[config.mk]
export PLATFORM = sky130hd
export DESIGN_NAME = dsmo_regs
export DESIGN_NICKNAME = d
export VERILOG_FILES = /design/src/rtl/dsmo_pkg.sv /design/src/rtl/dsmo_sync3.sv /design/src/rtl/dsmo_midscale.sv /design/src/rtl/dsmo_regs.sv
export SDC_FILE = /design/constraint.sdc
export NUM_CORES = 1
export LEC_CHECK = 0
export ABC_AREA = 1
export BUFFER_PORTS_ARGS = -buffer_cell sky130_fd_sc_hd__buf_2
export CAP_MARGIN = 20
export CELL_PAD_IN_SITES_DETAIL_PLACEMENT = 1
export CELL_PAD_IN_SITES_GLOBAL_PLACEMENT = 1
export CORE_MARGIN = 2
export CORE_UTILIZATION = 35
export DETAILED_ROUTE_END_ITERATION = 8
export PLACE_DENSITY = 0.71
export SETUP_SLACK_MARGIN = 0.2
export SYNTH_ARGS = -nofsm -noshare
export SYNTH_HDL_FRONTEND = slang
export SYNTH_SLANG_ARGS = --single-unit
[constraint.sdc]
create_clock -name clk -period 1.98 [get_ports clk]
set_clock_uncertainty 0.05 [all_clocks]
set_input_delay 0 -clock clk [delete_from_list [all_inputs] [get_ports clk]]
set_output_delay 0 -clock clk [all_outputs]
set_load 0.005 [all_outputs]
[src/rtl/dsmo_pkg.sv]
// Package with register map, field layouts and reset values of the block.
package dsmo_pkg;
   // ==========================================================================
   // Register indices (byte address is four times the index)
   localparam logic [3:0]  IDX_TEMP       = 4'h6;
   localparam logic [3:0]  IDX_MASK       = 4'h7;
   localparam logic [3:0]  IDX_OFFS_A     = 4'h8;
   localparam logic [3:0]  IDX_OFFS_B     = 4'h9;
   localparam logic [3:0]  IDX_SYNC_CFG   = 4'h1;
   localparam logic [3:0]  IDX_IRQ_STAT   = 4'h2;
   localparam logic [3:0]  IDX_IRQ_EN     = 4'h3;
   localparam logic [3:0]  IDX_IRQ_CLR    = 4'h4;
   localparam logic [3:0]  IDX_ACT_OFFS   = 4'h5;
   localparam int          ADDR_LSB       = 2;
   localparam int          ADDR_W         = 6;
   // ==========================================================================
   // Field layouts and reset values
   localparam int          TEMP_LSB       = 8;
   localparam int          OFFS_W         = 13;
   localparam int          ALARM_W        = 16;
   localparam logic [15:0] MASK_RST       = 16'hFFFF;
   localparam logic [15:0] ALARM_USED     = 16'hBFBC;
   localparam logic [12:0] OFFS_RST       = 13'h0000;
   localparam int          BIT_ZERO_CHK   = 15;
   localparam int          BIT_COLLIDE    = 13;
   localparam int          BIT_ONE_APART  = 12;
   localparam int          BIT_TWO_APART  = 11;
   localparam int          BIT_CONV_CLK   = 10;
   localparam int          BIT_IN_CLK     = 9;
   localparam int          BIT_OUT_FORCED = 8;
   localparam int          BIT_PATTERN    = 7;
   localparam int          BIT_LOOP_LOCK  = 5;
   localparam int          BIT_RPARITY    = 4;
   localparam int          BIT_FPARITY    = 3;
   localparam int          BIT_FRAME_PAR  = 2;
   localparam int          SYNC_AUTO_BIT  = 0;
   localparam int          IRQ_W          = 2;
   localparam int          IRQ_LOAD       = 0;
   localparam int          IRQ_ALARM      = 1;
   localparam logic [15:0] MIDSCALE       = 16'h8000;
endpackage

[src/rtl/dsmo_sync3.sv]
// Three-stage input synchroniser with agreement of the last two stages.
`timescale 1ns/10ps
`default_nettype none
module dsmo_sync3 #(
   parameter int W = 1
) (
   input  wire logic         clk,
   input  wire logic         rst_b,
   input  wire logic [W-1:0] d,
   output logic      [W-1:0] q
);
   logic [W-1:0] s1_r, s2_r, s3_r, q_r;
   logic [W-1:0] q_nxt;

   always_comb begin
      q_nxt = q_r;
      for (int i = 0; i < W; i++) begin
         if (s2_r[i] == s3_r[i]) begin
            q_nxt[i] = s3_r[i];
         end
      end
   end

   always_ff @(posedge clk) begin
      if (!rst_b) begin
         s1_r <= '0;
         s2_r <= '0;
         s3_r <= '0;
         q_r  <= '0;
      end else begin
         s1_r <= d;
         s2_r <= s1_r;
         s3_r <= s2_r;
         q_r  <= q_nxt;
      end
   end

   assign q = q_r;
endmodule
`default_nettype wire

[src/rtl/dsmo_midscale.sv]
// Output forcing stage that drives midscale while the forced condition holds.
`timescale 1ns/10ps
`default_nettype none
module dsmo_midscale
   import dsmo_pkg::*;
#(
   parameter int W = 16
) (
   input  wire logic         clk,
   input  wire logic         rst_b,
   input  wire logic         force_mid,
   input  wire logic [W-1:0] din,
   output logic      [W-1:0] dout
);
   logic [W-1:0] dout_r, dout_nxt;

   always_comb begin
      dout_nxt = force_mid ? MIDSCALE[W-1:0] : din;
   end

   always_ff @(posedge clk) begin
      if (!rst_b) begin
         dout_r <= MIDSCALE[W-1:0];
      end else begin
         dout_r <= dout_nxt;
      end
   end

   assign dout = dout_r;
endmodule
`default_nettype wire

[src/rtl/dsmo_regs.sv]
// Alarm mask, die temperature and A/B offset trim registers on APB.
//
// Operation
// - Die temperature reads in bits 15:8 as signed whole degrees C.
// - Temperature is read-only, zero at reset, and its bits 7:0 read zero.
// - Sixteen mask bits, 1 masks an alarm, all reset to masked.
// - Bits 15 and 13 to 7 mask zero check, FIFO, clock, forced, pattern.
// - Offset A is 13 bits in 12:0, resets to zero, 15:13 read zero.
// - With auto-sync on, an offset A write loads A and B together.
// - An offset B write alone leaves the active offsets unchanged.
// - Offset B is 13 bits in 12:0 and resets to zero.
// - While output is forced, every converter output shows 0x8000.
`timescale 1ns/10ps
`default_nettype none
module dsmo_regs
   import dsmo_pkg::*;
#(
   parameter int DW = 16
) (
   input  wire logic                clk,
   input  wire logic                rst_b,
   input  wire logic                psel,
   input  wire logic                penable,
   input  wire logic                pwrite,
   input  wire logic [ADDR_W-1:0]   paddr,
   input  wire logic [31:0]         pwdata,
   output logic      [31:0]         prdata,
   output logic                     pready,
   output logic                     pslverr,
   input  wire logic [7:0]          temp_in,
   input  wire logic [ALARM_W-1:0]  alarm_in,
   input  wire logic [DW-1:0]       samp_a,
   input  wire logic [DW-1:0]       samp_b,
   output logic      [DW-1:0]       out_a,
   output logic      [DW-1:0]       out_b,
   output logic      [OFFS_W-1:0]   act_offs_a,
   output logic      [OFFS_W-1:0]   act_offs_b,
   output logic      [ALARM_W-1:0]  alarm_stat,
   output logic                     alarm_out,
   output logic                     irq
);
   // =========================================================================
   // Input synchronisers
   logic [7:0]         temp_s;
   logic [ALARM_W-1:0] alarm_s;

   dsmo_sync3 #(.W(8)) u_sync_temp (
      .clk   (clk),
      .rst_b (rst_b),
      .d     (temp_in),
      .q     (temp_s)
   );

   dsmo_sync3 #(.W(ALARM_W)) u_sync_alarm (
      .clk   (clk),
      .rst_b (rst_b),
      .d     (alarm_in),
      .q     (alarm_s)
   );

   // =========================================================================
   // Temperature word capture
   // The sensor word crosses bit by bit, so it is taken only after the
   // synchronised word has held still for a cycle; a half-changed word never
   // reaches the register.
   logic [7:0] temp_prev_r, temp_prev_nxt;
   logic [7:0] temp_r, temp_nxt;

   always_comb begin
      temp_prev_nxt = temp_s;
      temp_nxt      = temp_r;
      if (temp_s == temp_prev_r) begin
         temp_nxt = temp_s;
      end
   end

   always_ff @(posedge clk) begin
      if (!rst_b) begin
         temp_prev_r <= 8'h00;
         temp_r      <= 8'h00;
      end else begin
         temp_prev_r <= temp_prev_nxt;
         temp_r      <= temp_nxt;
      end
   end

   // =========================================================================
   // Alarm positions that exist
   // Unused positions never record, whatever the alarm pins show.
   localparam logic [31:0]        ONE      = 32'h0000_0001;
   localparam logic [ALARM_W-1:0] POS_USED = ALARM_W'(
      (ONE << BIT_ZERO_CHK) | (ONE << BIT_COLLIDE) |
      (ONE << BIT_ONE_APART) | (ONE << BIT_TWO_APART) |
      (ONE << BIT_CONV_CLK) | (ONE << BIT_IN_CLK) |
      (ONE << BIT_OUT_FORCED) | (ONE << BIT_PATTERN) |
      (ONE << BIT_LOOP_LOCK) | (ONE << BIT_RPARITY) |
      (ONE << BIT_FPARITY) | (ONE << BIT_FRAME_PAR));

   // =========================================================================
   // Register state
   logic [ALARM_W-1:0] mask_r, mask_nxt;
   logic [ALARM_W-1:0] astat_r, astat_nxt;
   logic [OFFS_W-1:0]  offs_a_r, offs_a_nxt;
   logic [OFFS_W-1:0]  offs_b_r, offs_b_nxt;
   logic [OFFS_W-1:0]  act_a_r, act_a_nxt;
   logic [OFFS_W-1:0]  act_b_r, act_b_nxt;
   logic               sync_r, sync_nxt;
   logic [IRQ_W-1:0]   istat_r, istat_nxt;
   logic [IRQ_W-1:0]   ien_r, ien_nxt;
   logic               alarm_out_r, alarm_out_nxt;
   logic               irq_r, irq_nxt;
   logic [31:0]        prdata_r, prdata_nxt;
   logic               pready_r, pready_nxt;
   logic               pslverr_r, pslverr_nxt;
   logic [IRQ_W-1:0]   ievt;
   logic               wr_en, rd_en, map_hit;
   logic [3:0]         idx;

   assign idx   = paddr[ADDR_W-1:ADDR_LSB];
   assign wr_en = psel && penable && pwrite && !pready_r;
   assign rd_en = psel && penable && !pwrite && !pready_r;

   always_comb begin
      map_hit = 1'b1;
      unique case (idx)
         IDX_TEMP, IDX_MASK, IDX_OFFS_A, IDX_OFFS_B, IDX_SYNC_CFG,
         IDX_IRQ_STAT, IDX_IRQ_EN, IDX_IRQ_CLR, IDX_ACT_OFFS: begin
            map_hit = 1'b1;
         end
         default: begin
            map_hit = 1'b0;
         end
      endcase
   end

   // =========================================================================
   // Next-state logic
   always_comb begin
      mask_nxt   = mask_r;
      offs_a_nxt = offs_a_r;
      offs_b_nxt = offs_b_r;
      act_a_nxt  = act_a_r;
      act_b_nxt  = act_b_r;
      sync_nxt   = sync_r;
      ien_nxt    = ien_r;
      istat_nxt  = istat_r;
      ievt       = '0;
      // Alarms are recorded whether or not they are masked.
      astat_nxt  = alarm_s & POS_USED;
      if (wr_en && map_hit) begin
         unique case (idx)
            IDX_MASK: begin
               mask_nxt = pwdata[ALARM_W-1:0];
            end
            IDX_OFFS_A: begin
               offs_a_nxt = pwdata[OFFS_W-1:0];
               if (sync_r) begin
                  act_a_nxt     = pwdata[OFFS_W-1:0];
                  act_b_nxt     = offs_b_r;
                  ievt[IRQ_LOAD] = 1'b1;
               end
            end
            IDX_OFFS_B: begin
               offs_b_nxt = pwdata[OFFS_W-1:0];
            end
            IDX_SYNC_CFG: begin
               sync_nxt = pwdata[SYNC_AUTO_BIT];
            end
            IDX_IRQ_EN: begin
               ien_nxt = pwdata[IRQ_W-1:0];
            end
            IDX_IRQ_CLR: begin
               istat_nxt = istat_nxt & ~pwdata[IRQ_W-1:0];
            end
            default: begin
            end
         endcase
      end
      ievt[IRQ_ALARM] = |(astat_nxt & ~mask_r);
      // A new event wins over a clear in the same cycle.
      istat_nxt     = istat_nxt | ievt;
      alarm_out_nxt = |(astat_r & ~mask_r);
      irq_nxt       = |(istat_nxt & ien_nxt);
   end

   // =========================================================================
   // APB answer, one wait state
   always_comb begin
      prdata_nxt  = 32'h0000_0000;
      pready_nxt  = psel && penable && !pready_r;
      pslverr_nxt = psel && penable && !pready_r && !map_hit;
      if (rd_en) begin
         unique case (idx)
            IDX_TEMP: begin
               prdata_nxt[15:TEMP_LSB] = temp_r;
            end
            IDX_MASK: begin
               prdata_nxt[ALARM_W-1:0] = mask_r;
            end
            IDX_OFFS_A: begin
               prdata_nxt[OFFS_W-1:0] = offs_a_r;
            end
            IDX_OFFS_B: begin
               prdata_nxt[OFFS_W-1:0] = offs_b_r;
            end
            IDX_SYNC_CFG: begin
               prdata_nxt[SYNC_AUTO_BIT] = sync_r;
            end
            IDX_IRQ_STAT: begin
               prdata_nxt[IRQ_W-1:0] = istat_r;
            end
            IDX_IRQ_EN: begin
               prdata_nxt[IRQ_W-1:0] = ien_r;
            end
            IDX_ACT_OFFS: begin
               prdata_nxt[OFFS_W-1:0]      = act_a_r;
               prdata_nxt[16+OFFS_W-1:16]  = act_b_r;
            end
            default: begin
            end
         endcase
      end
   end

   // =========================================================================
   // Configuration and offset state
   // The stored A and B trims stay apart from the active pair until a sync
   // loads both in one edge, so the offset block never sees a mixed pair.
   always_ff @(posedge clk) begin
      if (!rst_b) begin
         mask_r   <= MASK_RST;
         offs_a_r <= OFFS_RST;
         offs_b_r <= OFFS_RST;
         act_a_r  <= OFFS_RST;
         act_b_r  <= OFFS_RST;
         sync_r   <= 1'b0;
      end else begin
         mask_r   <= mask_nxt;
         offs_a_r <= offs_a_nxt;
         offs_b_r <= offs_b_nxt;
         act_a_r  <= act_a_nxt;
         act_b_r  <= act_b_nxt;
         sync_r   <= sync_nxt;
      end
   end

   // =========================================================================
   // Alarm and interrupt state
   always_ff @(posedge clk) begin
      if (!rst_b) begin
         astat_r     <= '0;
         istat_r     <= '0;
         ien_r       <= '0;
         alarm_out_r <= 1'b0;
         irq_r       <= 1'b0;
      end else begin
         astat_r     <= astat_nxt;
         istat_r     <= istat_nxt;
         ien_r       <= ien_nxt;
         alarm_out_r <= alarm_out_nxt;
         irq_r       <= irq_nxt;
      end
   end

   // =========================================================================
   // APB answer registers
   always_ff @(posedge clk) begin
      if (!rst_b) begin
         prdata_r  <= 32'h0000_0000;
         pready_r  <= 1'b0;
         pslverr_r <= 1'b0;
      end else begin
         prdata_r  <= prdata_nxt;
         pready_r  <= pready_nxt;
         pslverr_r <= pslverr_nxt;
      end
   end

   // =========================================================================
   // Output forcing, applied to both converter channels
   dsmo_midscale #(.W(DW)) u_mid_a (
      .clk       (clk),
      .rst_b     (rst_b),
      .force_mid (astat_r[BIT_OUT_FORCED]),
      .din       (samp_a),
      .dout      (out_a)
   );

   dsmo_midscale #(.W(DW)) u_mid_b (
      .clk       (clk),
      .rst_b     (rst_b),
      .force_mid (astat_r[BIT_OUT_FORCED]),
      .din       (samp_b),
      .dout      (out_b)
   );

   assign prdata     = prdata_r;
   assign pready     = pready_r;
   assign pslverr    = pslverr_r;
   assign act_offs_a = act_a_r;
   assign act_offs_b = act_b_r;
   assign alarm_stat = astat_r;
   assign alarm_out  = alarm_out_r;
   assign irq        = irq_r;
endmodule
`default_nettype wire

== Word level (Yosys, flattened, before mapping) ==
Memories as Yosys holds them, arrays and structs flattened.
Cells that the tools add are included.
Storage, ports and cells
  register bits after elaboration: 265
  bits in read-only memories: 16
  output and inout port bits: 110
  memories kept: 1
Memory list
  (no name shown): depth 16, width 1, read ports 1, clocked after memory_dff 0, wr ports 0, line dsmo_regs.sv:125  | unique case (idx)
Cells by class
  equal/unequal tests: 30
  mux-type cells: 12
  bitwise logic cells: 8
  reduce and logical (&&, ||, !) cells: 22
Operators with widths (count)
  $and 16x16->16: 2
  $reduce_or 16->1: 2
  $pmux 5 s5: 1
  $pmux 6 s4: 1
  $eq 1x1->1: 20
  $eq 4x3->1 const B: 4
  $not 16->16: 1
  $reduce_and 2->1: 5
  $eq 4x2->1 const B: 2
  $eq 4x4->1 const B: 2
  $eq 8x8->1: 1
  $logic_and 1x1->1: 8
  $mux 2: 4
  $pmux 1 s7: 1
  $pmux 1 s6: 1
  $pmux 3 s2: 1
  $reduce_and 3->1: 2
  $and 2x2->2: 2
  $eq 4x1->1 const B: 1
  $reduce_or 2->1: 2
  $logic_not 1->1: 3
  $mux 1: 3
  $not 2->2: 1
  $or 2x2->2: 1
  $not 1->1: 1

== Longest topological paths before layout ==
Gate-level depths: netlist (run 1).
  depth in word-level cells: 8
  depth in mapped cells: 10

== Hierarchy ==
A second synthesis (run 1) with hierarchy kept.
Unflattened totals
  cell total of the unflattened synthesis: 1124
  area total of the unflattened synthesis: 9206.3 sq um
Modules (own cells, without submodules)
  dsmo_regs: cells an instance 702, area an instance 5236.3 sq um, times used 1
  dsmo_sync3 at u_sync_alarm: cells an instance 215, area an instance 2016.9 sq um, times used 1
  dsmo_sync3 at u_sync_temp: cells an instance 107, area an instance 979.7 sq um, times used 1
  dsmo_midscale: cells an instance 50, area an instance 486.7 sq um, times used 2

== Worst setup path after synthesis (run 1) ==
No wires, ideal clock.
  path type: register -> register
  from: register u_sync_temp.q_r[2], in the netlist u_sync_temp.q[2]
  to: register temp_r[7]
  arrival: 1239 ps
  slack: 559 ps
  stages on the path, launching flop included: 7
  clock period less this slack: 1421 ps
  data required time: 1798 ps
  path buffers: 0
  cell sequence: dfxtp_1 xnor2_1 nand2_1 nor2_1 nand2_1 nand2_1 a21oi_1
On the way
  longest elaborated chain between the ends: 1
RTL lines
  start, declared: line dsmo_sync3.sv:12  | logic [W-1:0] s1_r, s2_r, s3_r, q_r;
  start signal, assigned: line dsmo_sync3.sv:34  | q_r <= q_nxt;
  $eq 8x8->1: line dsmo_regs.sv:72  | if (temp_s == temp_prev_r) begin
  end signal, assigned: line dsmo_regs.sv:83  | temp_r <= temp_nxt;
  end, declared: line dsmo_regs.sv:67  | logic [7:0] temp_r, temp_nxt;
No other way between the ends.
A chain may end at the register's enable or synchronous reset.

== Worst setup path after layout (run 1) ==
  from: register pready_r, in the netlist pready
  to: register prdata_r[1], in the netlist prdata[1]
On the way
  longest elaborated chain between the ends: 3
RTL lines
  start, declared: line dsmo_regs.sv:113  | logic pready_r, pready_nxt;
  start signal, assigned: line dsmo_regs.sv:274  | pready_r <= pready_nxt;
  $logic_not 1->1: line dsmo_regs.sv:121  | assign rd_en = psel && penable && !pwrite && !pready_r;
  $logic_and 1x1->1: line dsmo_regs.sv:121
  $reduce_and 2->1 (no line)
  end signal, assigned: line dsmo_regs.sv:273  | prdata_r <= prdata_nxt;
  end, declared: line dsmo_regs.sv:112  | logic [31:0] prdata_r, prdata_nxt;
No other way between the ends.

==> results of run 1 <==
cells in the final DEF, fill, tap and decap left out, types with 2 or more instances in the layout:
cell,Yosys,layout
or2_2,2,2
a41oi_1,5,5
nor2_1,105,104
nand2_2,3,4
xnor2_1,4,4
nand2_1,249,248
nand4_1,5,5
dfxtp_1,246,246
o21bai_1,20,20
a21oi_1,72,72
clkbuf_8,0,7
o21ai_0,20,20
bufinv_16,0,4
buf_4,9,20
clkbuf_16,0,27
dlygate4sd3_1,0,77
nor3_1,2,2
inv_1,186,186
inv_2,7,7
clkbuf_1,22,3
o21ai_1,22,21
nand3_1,48,48
a31oi_1,2,2
o211ai_1,17,17
clkinv_2,0,5
buf_2,13,178
conb_1,1,7
nor2_2,2,3
nor2_4,2,2
o2111ai_1,2,2
logic make-up after synthesis:
logic type | synth area share [%]
AOI/OAI and AO/OA | 11.0
buffers and inverters | 11.2
other | 0.0439
DFF | 57.7
xor gates and xnor gates | 0.410
and+or+nand+nor | 19.7
critical path, cell delays in order, from the launching register on:
cell and delay [ns]:
dfxtp_1 0.32, nor2_1 0.15, nand2_1 0.12, nor2_1 0.11, buf_4 0.17, clkinv_1 0.31, a21oi_1 0.30
where the power goes:
| group | total (µW) | switching [µW] | internal, µW |
|---|---|---|---|
| clock | 5220 | 1960 | 3260 |
| sequential | 5080 | 32.8 | 5040 |
| combinational | 539 | 288 | 251 |
| total | 10800 | 2280 | 8550 |
worst max path at each step:
stage	start	to	slack (ns)
after floorplan	u_sync_temp.q[2]	temp_r[7]	0.56
after global placement	pready	offs_b_r[1]	0.22
after detailed placement	pready	offs_b_r[1]	0.20
after CTS	pready	act_offs_a[10]	0.23
after global routing	paddr[2]	offs_a_r[5]	0.21
final	pready	prdata[1]	0.34
flip-flops by register name, summed over array words and instances, names as in the netlist, 8 cells and up:
register,flops
alarm_stat,12
u_mid_a.dout,16
u_sync_temp.s1_r,8
act_offs_b,13
u_sync_temp.q,8
act_offs_a,13
u_sync_alarm.q,12
offs_a_r,13
u_sync_alarm.s1_r,12
temp_r,8
u_sync_alarm.s2_r,12
u_sync_alarm.s3_r,12
prdata,29
offs_b_r,13
u_sync_temp.s2_r,8
mask_r,16
temp_prev_r,8
u_sync_temp.s3_r,8
u_mid_b.dout,16
layout make-up:
class / instances / area [µm²]
clock buffers: 37 / 783
clock inverters: 10 / 153
fillers: 3005 / 12600
inverters: 194 / 728
multi-input cells: 592 / 2690
flip-flops and latches: 246 / 4920
well taps: 324 / 405
repair buffers: 277 / 1840
metal layers:
| metal | up-vias | share of wire [%] |
|---|---|---|
| li1 | 3807 | - |
| met3 | 47 | 3.9 |
| met4 | 0 | 2.4 |
| met2 | 148 | 49 |
| met5 | - | 0 |
| met1 | 3520 | 44 |
timing repair:
item,4_1_cts,5_1_grt
resized for setup,1,4
pin swaps,0,1
endpoints found under the hold margin,125,0
hold buffers,78,0
gates cloned,0,0
endpoints found under the setup margin,2,4
stage by stage:
stage	setup slack (ns)	hold WS (ns)	power [µW]
2_1_floorplan	0.559	0.0476	5380
3_3_place_gp	0.218	0.131	5570
3_5_place_dp	0.200	0.136	5590
4_1_cts	0.235	0.121	10900
5_1_grt	0.208	0.147	11300
6_report	0.338	0.141	10800
==> key figures, run 1 <==
Detailed routing
  • Count of antenna-violating nets left after detailed routing: 0
  • Iteration-0 DRC Markers: 335
  • Average routed wire per standard cell: 14.9 µm
  • Via count of the routed design: 7522
  • Detailed-routing iteration count for the pre-antenna-repair pass: 4
  • Number of vias per cell after detailed routing: 4.48
  • DRC: 0
  • Routed wire length: 25.0 mm

Global routing
  • Antenna violations before repair: 0
  • Met2 usage in global routing: 33.7%
  • First-pass GRT wire length: 40.0 mm
  • Largest net degree at the start of global routing: 41
  • Via count of the first global-routing pass: 7687
  • Met1 Usage GRT: 24.4%
  • Most used routing layer in global routing: met2
  • Met3 Resource Use GR: 2.94%
  • All-Layer GR Usage: 19.3%
  • Total gr overflow: 0

Run
  • Reported max-cap violation count: 0

Critical path
  • Data arrival time of the worst path: 2.01 ns
  • Terminus of the critical flop-to-flop path: prdata[1]
  • Worst setup SP type: flop
  • Endpoint required time on the critical path: 2.35 ns
  • Worst reg2reg path startpoint: pready
  • Reg-to-reg setup timing slack: 0.34 ns
  • FF-to-FF path depth: 6
  • Type of destination of the critical path: flop
  • Critical path type: flop to flop
  • Crit Path Max Fanout: 9

STA
  • Worst slew margin: 60.9%
  • Number of setup violations in the final report: 0
  • Unrepaired setup endpoints after global routing: no
  • Maximum frequency from static timing analysis: 609 MHz
  • Count of final max-slew check failures: 0
  • Clock period minus final worst setup slack: 1.64 ns
  • Measured slew at the worst slew-check pin: 0.584 ns
  • Total negative slack for setup checks: 0 ns
  • Number of hold violations in the final report: 0
  • Final worst path period share: 82.9%

Hold path
  • Capture endpoint of the worst hold path: u_sync_alarm.s1_r[15]
  • Startpoint of the lowest-slack hold path: alarm_in[15]
  • Hold path depth: 4
  • Class of the worst hold path: input pin to flop

Placed design
  • Placed wire-length estimate after detailed placement: 16.7 mm
  • Placer congestion estimate: 0.766
  • Number of buffer cells added on primary ports: 179
  • Standard cell area after detailed placement: 0.00979 mm²
  • Post-Place Cells: 1555

Power and ir drop
  • Power density relative to cell area: 940 mW/mm²
  • Maximum VDD drop: 0.580 mV
  • LEAKAGE: 0.00593 µW

Yosys
  • Post-synth design cell area: 0.00854 mm²
  • Fraction of registers with async set or reset after synthesis: 0%
  • Average instance area after synthesis: 7.98 µm²
  • Main synth FF type: dfxtp_1
  • Count of flip-flops with a built-in enable after synthesis: 0
  • Cell count after synthesis: 1071
  • Number of warnings reported in the yosys synthesis log: 0
  • Most frequent cells after synthesis: nand2_1 (249), dfxtp_1 (246), inv_1 (186)
  • Portion of the post-synthesis area used by sequential elements: 57.7%
  • Most common cell in the synthesized netlist: nand2_1
  • Area share of the leading cell type in the synthesized netlist: 57.7%
  • Post-synthesis sequential element count: 246
  • Synth area leader: dfxtp_1
  • Top cells by area, synth: dfxtp_1 (58%), nand2_1 (11%), inv_1 (8.2%)
  • Post-synth cell types: 30

Floorplan
  • Die outline area: 0.0257 mm²
  • Die width: 160 µm
  • Number of top-level design ports: 209
  • Height of the die: 160 µm
  • Area inside the core boundary: 0.0241 mm²
  • Starting Density: 35.4%
  • Number of rows created at floorplan: 57

Clock network
  • Buffers inserted during post-CTS setup optimization: 0
  • Root cell of the clock tree: clkbuf_16
  • Number of H-tree levels: 1
  • Max clock buf depth: 3
  • Clock buffers created by TritonCTS: 26
  • CTS tree: built
  • Clock latency reported for the late side of the worst-skew pair: 0.53 ns
  • Clock-pin transition on the worst setup and hold timing paths: 0.07 ns
  • Clock tree sinks: 246

Final layout
  • Final cell utilization of the core: 47.8%
  • Nets@finish: 1436
  • Post-Layout Cell Count: 1680
  • Antenna Diode Count: 0
  • Final cell area excluding filler cells: 0.0115 mm²
  • P&R area growth vs syn: 34.9%
  • Fraction of final layout cells sized beyond drive strength 1: 19.4%

Run status
  • Run status: complete, no violations
Note: power is estimated with default switching activity, not from simulation.
==> run 2, diff against run 1 <==
--- a/config.mk
+++ b/config.mk
@@ -5,7 +5,7 @@
 export SDC_FILE = /design/constraint.sdc
 export NUM_CORES = 1
 export LEC_CHECK = 0
-export ABC_AREA = 1
+export ABC_AREA = 0
 export BUFFER_PORTS_ARGS = -buffer_cell sky130_fd_sc_hd__buf_2
 export CAP_MARGIN = 20
 export CELL_PAD_IN_SITES_DETAIL_PLACEMENT = 1
@@ -13,7 +13,7 @@
 export CORE_MARGIN = 2
 export CORE_UTILIZATION = 35
 export DETAILED_ROUTE_END_ITERATION = 8
-export PLACE_DENSITY = 0.71
+export PLACE_DENSITY = 0.69
 export SETUP_SLACK_MARGIN = 0.2
 export SYNTH_ARGS = -nofsm -noshare
 export SYNTH_HDL_FRONTEND = slang
==> constraint.sdc (replaced) <==
create_clock -name clk -period 1.6 [get_ports clk]
set_clock_uncertainty 0.05 [all_clocks]
set_input_delay 0 -clock clk [delete_from_list [all_inputs] [get_ports clk]]
set_output_delay 0 -clock clk [all_outputs]
set_load 0.005 [all_outputs]
==> key figures, run 2 <==
STA
  • Final worst path period share: 99.2% (+16 points)
  • Number of setup violations in the final report: 0 (unchanged)
  • Measured slew at the worst slew-check pin: 0.570 ns (-0.0135 ns)
  • Final critical-path setup slack: 0.0135 ns (-0.324 ns)
  • Worst slew margin: 62.0% (+1.1 points)
  • Unrepaired setup endpoints after global routing: yes
  • Worst hold margin: 0.0297 ns (-0.111 ns)
  • Maximum frequency from static timing analysis: 630 MHz (+3.5%)
  • Count of final max-slew check failures: 0 (unchanged)
  • Number of hold violations in the final report: 0 (unchanged)
  • Clock period minus final worst setup slack: 1.59 ns (-0.0557 ns)

Clock network
  • CTS tree: built
  • Clock tree sinks: 246 (unchanged)
  • Number of H-tree levels: 1 (unchanged)
  • Clock latency reported for the late side of the worst-skew pair: 0.53 ns (about the same)
  • Root cell of the clock tree: clkbuf_16
  • Max clock buf depth: 3 (unchanged)
  • Clock buffers created by TritonCTS: 27 (+3.8%)
  • Clock-pin transition on the worst setup and hold timing paths: 0.06 ns (about the same)

Yosys
  • Cell count after synthesis: 849 (-21%)
  • Synth area leader: dfxtp_1
  • Average instance area after synthesis: 9.76 µm² (+22%)
  • Portion of the post-synthesis area used by sequential elements: 59.4% (+1.8 points)
  • Most frequent cells after synthesis: dfxtp_1 (246), nand2_1 (137), and2_1 (84)
  • Top cells by area, synth: dfxtp_1 (59%), and2_1 (6.3%), nand2_1 (6.2%)
  • Post-synth cell types: 46 (+53%)
  • Most common cell in the synthesized netlist: dfxtp_1
  • Number of warnings reported in the yosys synthesis log: 0 (unchanged)
  • Post-synth design cell area: 0.00829 mm² (-3.0%)
  • Fraction of registers with async set or reset after synthesis: 0% (unchanged)
  • Area share of the leading cell type in the synthesized netlist: 59.4% (+1.8 points)
  • Count of flip-flops with a built-in enable after synthesis: 0 (unchanged)
  • Post-synthesis sequential element count: 246 (unchanged)
  • Main synth FF type: dfxtp_1

Detailed routing
  • Routed wire length: 24.7 mm (-1.1%)
  • DRC: 0 (unchanged)
  • Via count of the routed design: 7018 (-6.7%)
  • Detailed-routing iteration count for the pre-antenna-repair pass: 7 (+3)
  • Average routed wire per standard cell: 16.9 µm (+14%)
  • Iteration-0 DRC Markers: 273 (-19%)
  • Count of antenna-violating nets left after detailed routing: 0 (unchanged)
  • Number of vias per cell after detailed routing: 4.80 (+7.1%)

Floorplan
  • Number of top-level design ports: 209 (unchanged)
  • Area inside the core boundary: 0.0233 mm² (-3.2%)
  • Height of the die: 158 µm (-1.5%)
  • Starting Density: 35.5% (+0.086 points)
  • Number of rows created at floorplan: 56 (-1.8%)
  • Die outline area: 0.0249 mm² (-2.9%)
  • Die width: 158 µm (-1.5%)

Placed design
  • Placed wire-length estimate after detailed placement: 16.3 mm (-2.1%)
  • Placer congestion estimate: 0.774 (+1.1%)
  • Place WS: -0.00360 ns (-0.204 ns)
  • Post-Place Cells: 1331 (-14%)
  • Number of buffer cells added on primary ports: 179 (unchanged)

Global routing
  • First-pass GRT wire length: 38.6 mm (-3.5%)
  • Largest net degree at the start of global routing: 73 (+78%)
  • Antenna violations before repair: 0 (unchanged)
  • Total gr overflow: 0 (unchanged)
  • Via count of the first global-routing pass: 7212 (-6.2%)
  • All-Layer GR Usage: 19.5% (+0.20 points)

Critical path
  • Data arrival time of the worst path: 1.95 ns (-0.06 ns)
  • Endpoint required time on the critical path: 1.96 ns (-0.39 ns)
  • Crit Path Max Fanout: 4 (-5)
  • Critical path type: flop to flop
  • Worst setup SP type: flop
  • Type of destination of the critical path: flop

Final layout
  • P&R area growth vs syn: 38.7%
  • Antenna Diode Count: 0 (unchanged)
  • Nets@finish: 1223 (-15%)
  • Final cell utilization of the core: 49.3% (+1.5 points)
  • Most common cell after layout, fill and taps aside: dfxtp_1
  • Fraction of final layout cells sized beyond drive strength 1: 26.9% (+7.5 points)
  • Most used cells in the layout excluding fill and tap cells: dfxtp_1 (234), buf_2 (178), nand2_1 (135)
  • Max FFs per register: 29 (unchanged)
  • Post-Layout Cell Count: 1463 (-13%)

Power and ir drop
  • Power density relative to cell area: 1150 mW/mm² (+22%)
  • Maximum VDD drop: 0.809 mV (+40%)
  • LEAKAGE: 0.00495 µW (-17%)
  • Total power: 13200 µW (+22%)

Run status
  • Run status: complete, no violations

Hold path
  • Class of the worst hold path: input pin to flop

Run
  • Reported max-cap violation count: 0 (unchanged)
run 2: cell count changes after synthesis, moves of 12 or more:
cell	before	now
clkbuf_1	22	37
nand2_1	249	137
inv_1	186	16
o21bai_1	20	0
and3_1	0	46
and2_1	0	84
a222oi_1	0	12
nor2_1	105	22
nand3_1	48	19
o21ai_1	22	0
mux2i_1	0	17
run 2: what timing repair did:
action                                  in CTS  in global routing
cloned                                       0                  1
buffers inserted                             5                  1
resized for setup                           12                 26
pin swaps                                    6                  1
endpoints found under the setup margin      89                 85
hold endpoints to repair                   157                  0
hold buffers                                76                  0
run 2: cell families after synthesis:
kind of cell	after synthesis	synth area share, %
simple gates	342	21.6
flops	246	59.4
compound gates	156	11.4
buf+inv	78	4.50
mux	18	2.19
xor+xnor	8	0.845
other cells	1	0.0452
run 2: power breakdown:
group	switching, µW	internal [µW]
Sequential	41.4	6240
Clock	2470	3770
Combinational	314	344
run 2: per-stage QoR:
| step | cell area [µm²] | setup TNS, ns |
|---|---|---|
| after global placement | 9670 | 0 |
| after CTS | 11400 | 0 |
| final | 11500 | 0 |
| after detailed placement | 9670 | -0.00735 |
| after floorplan | 8340 | 0 |
| after global routing | 11500 | -0.530 |
run 2: worst paths after layout:
check / start / endpoint / slack (ns) / cells past startpoint
setup / recovery: pready / irq / 0.01 / 4
hold / removal: paddr[2] / sync_r / 0.03 / 5
setup reg to reg: pready / irq / 0.01 / 4
hold reg to reg: u_sync_temp.s1_r[5] / u_sync_temp.s2_r[5] / 0.38 / 1
run 2: final cells by class:
type                            count  area, µm²
Multi-Input combinational cell    531       3080
Timing Repair Buffer              302       2120
Fill cell                        2685      11800
Inverter                           16       60.1
Tap cell                          319        399
Clock buffer                       36        749
Sequential cell                   246       4940
Clock inverter                     13        151
run 2: worst max-delay path, stage by stage, from the launching register on:
cell and delay (ns):
dfxtp_2 0.32, and4b_2 0.34, nand4_1 0.11, a2111o_1 0.45, a22o_1 0.21
run 2: layer usage:
metal | wire length [µm] | up-vias | GRT usage (%)
met5 | 0 | - | 0
met4 | 586 | 0 | 4.76
met3 | 1020 | 44 | 2.74
met2 | 12600 | 160 | 35.8
met1 | 10500 | 3404 | 23.9
li1 | - | 3410 | -
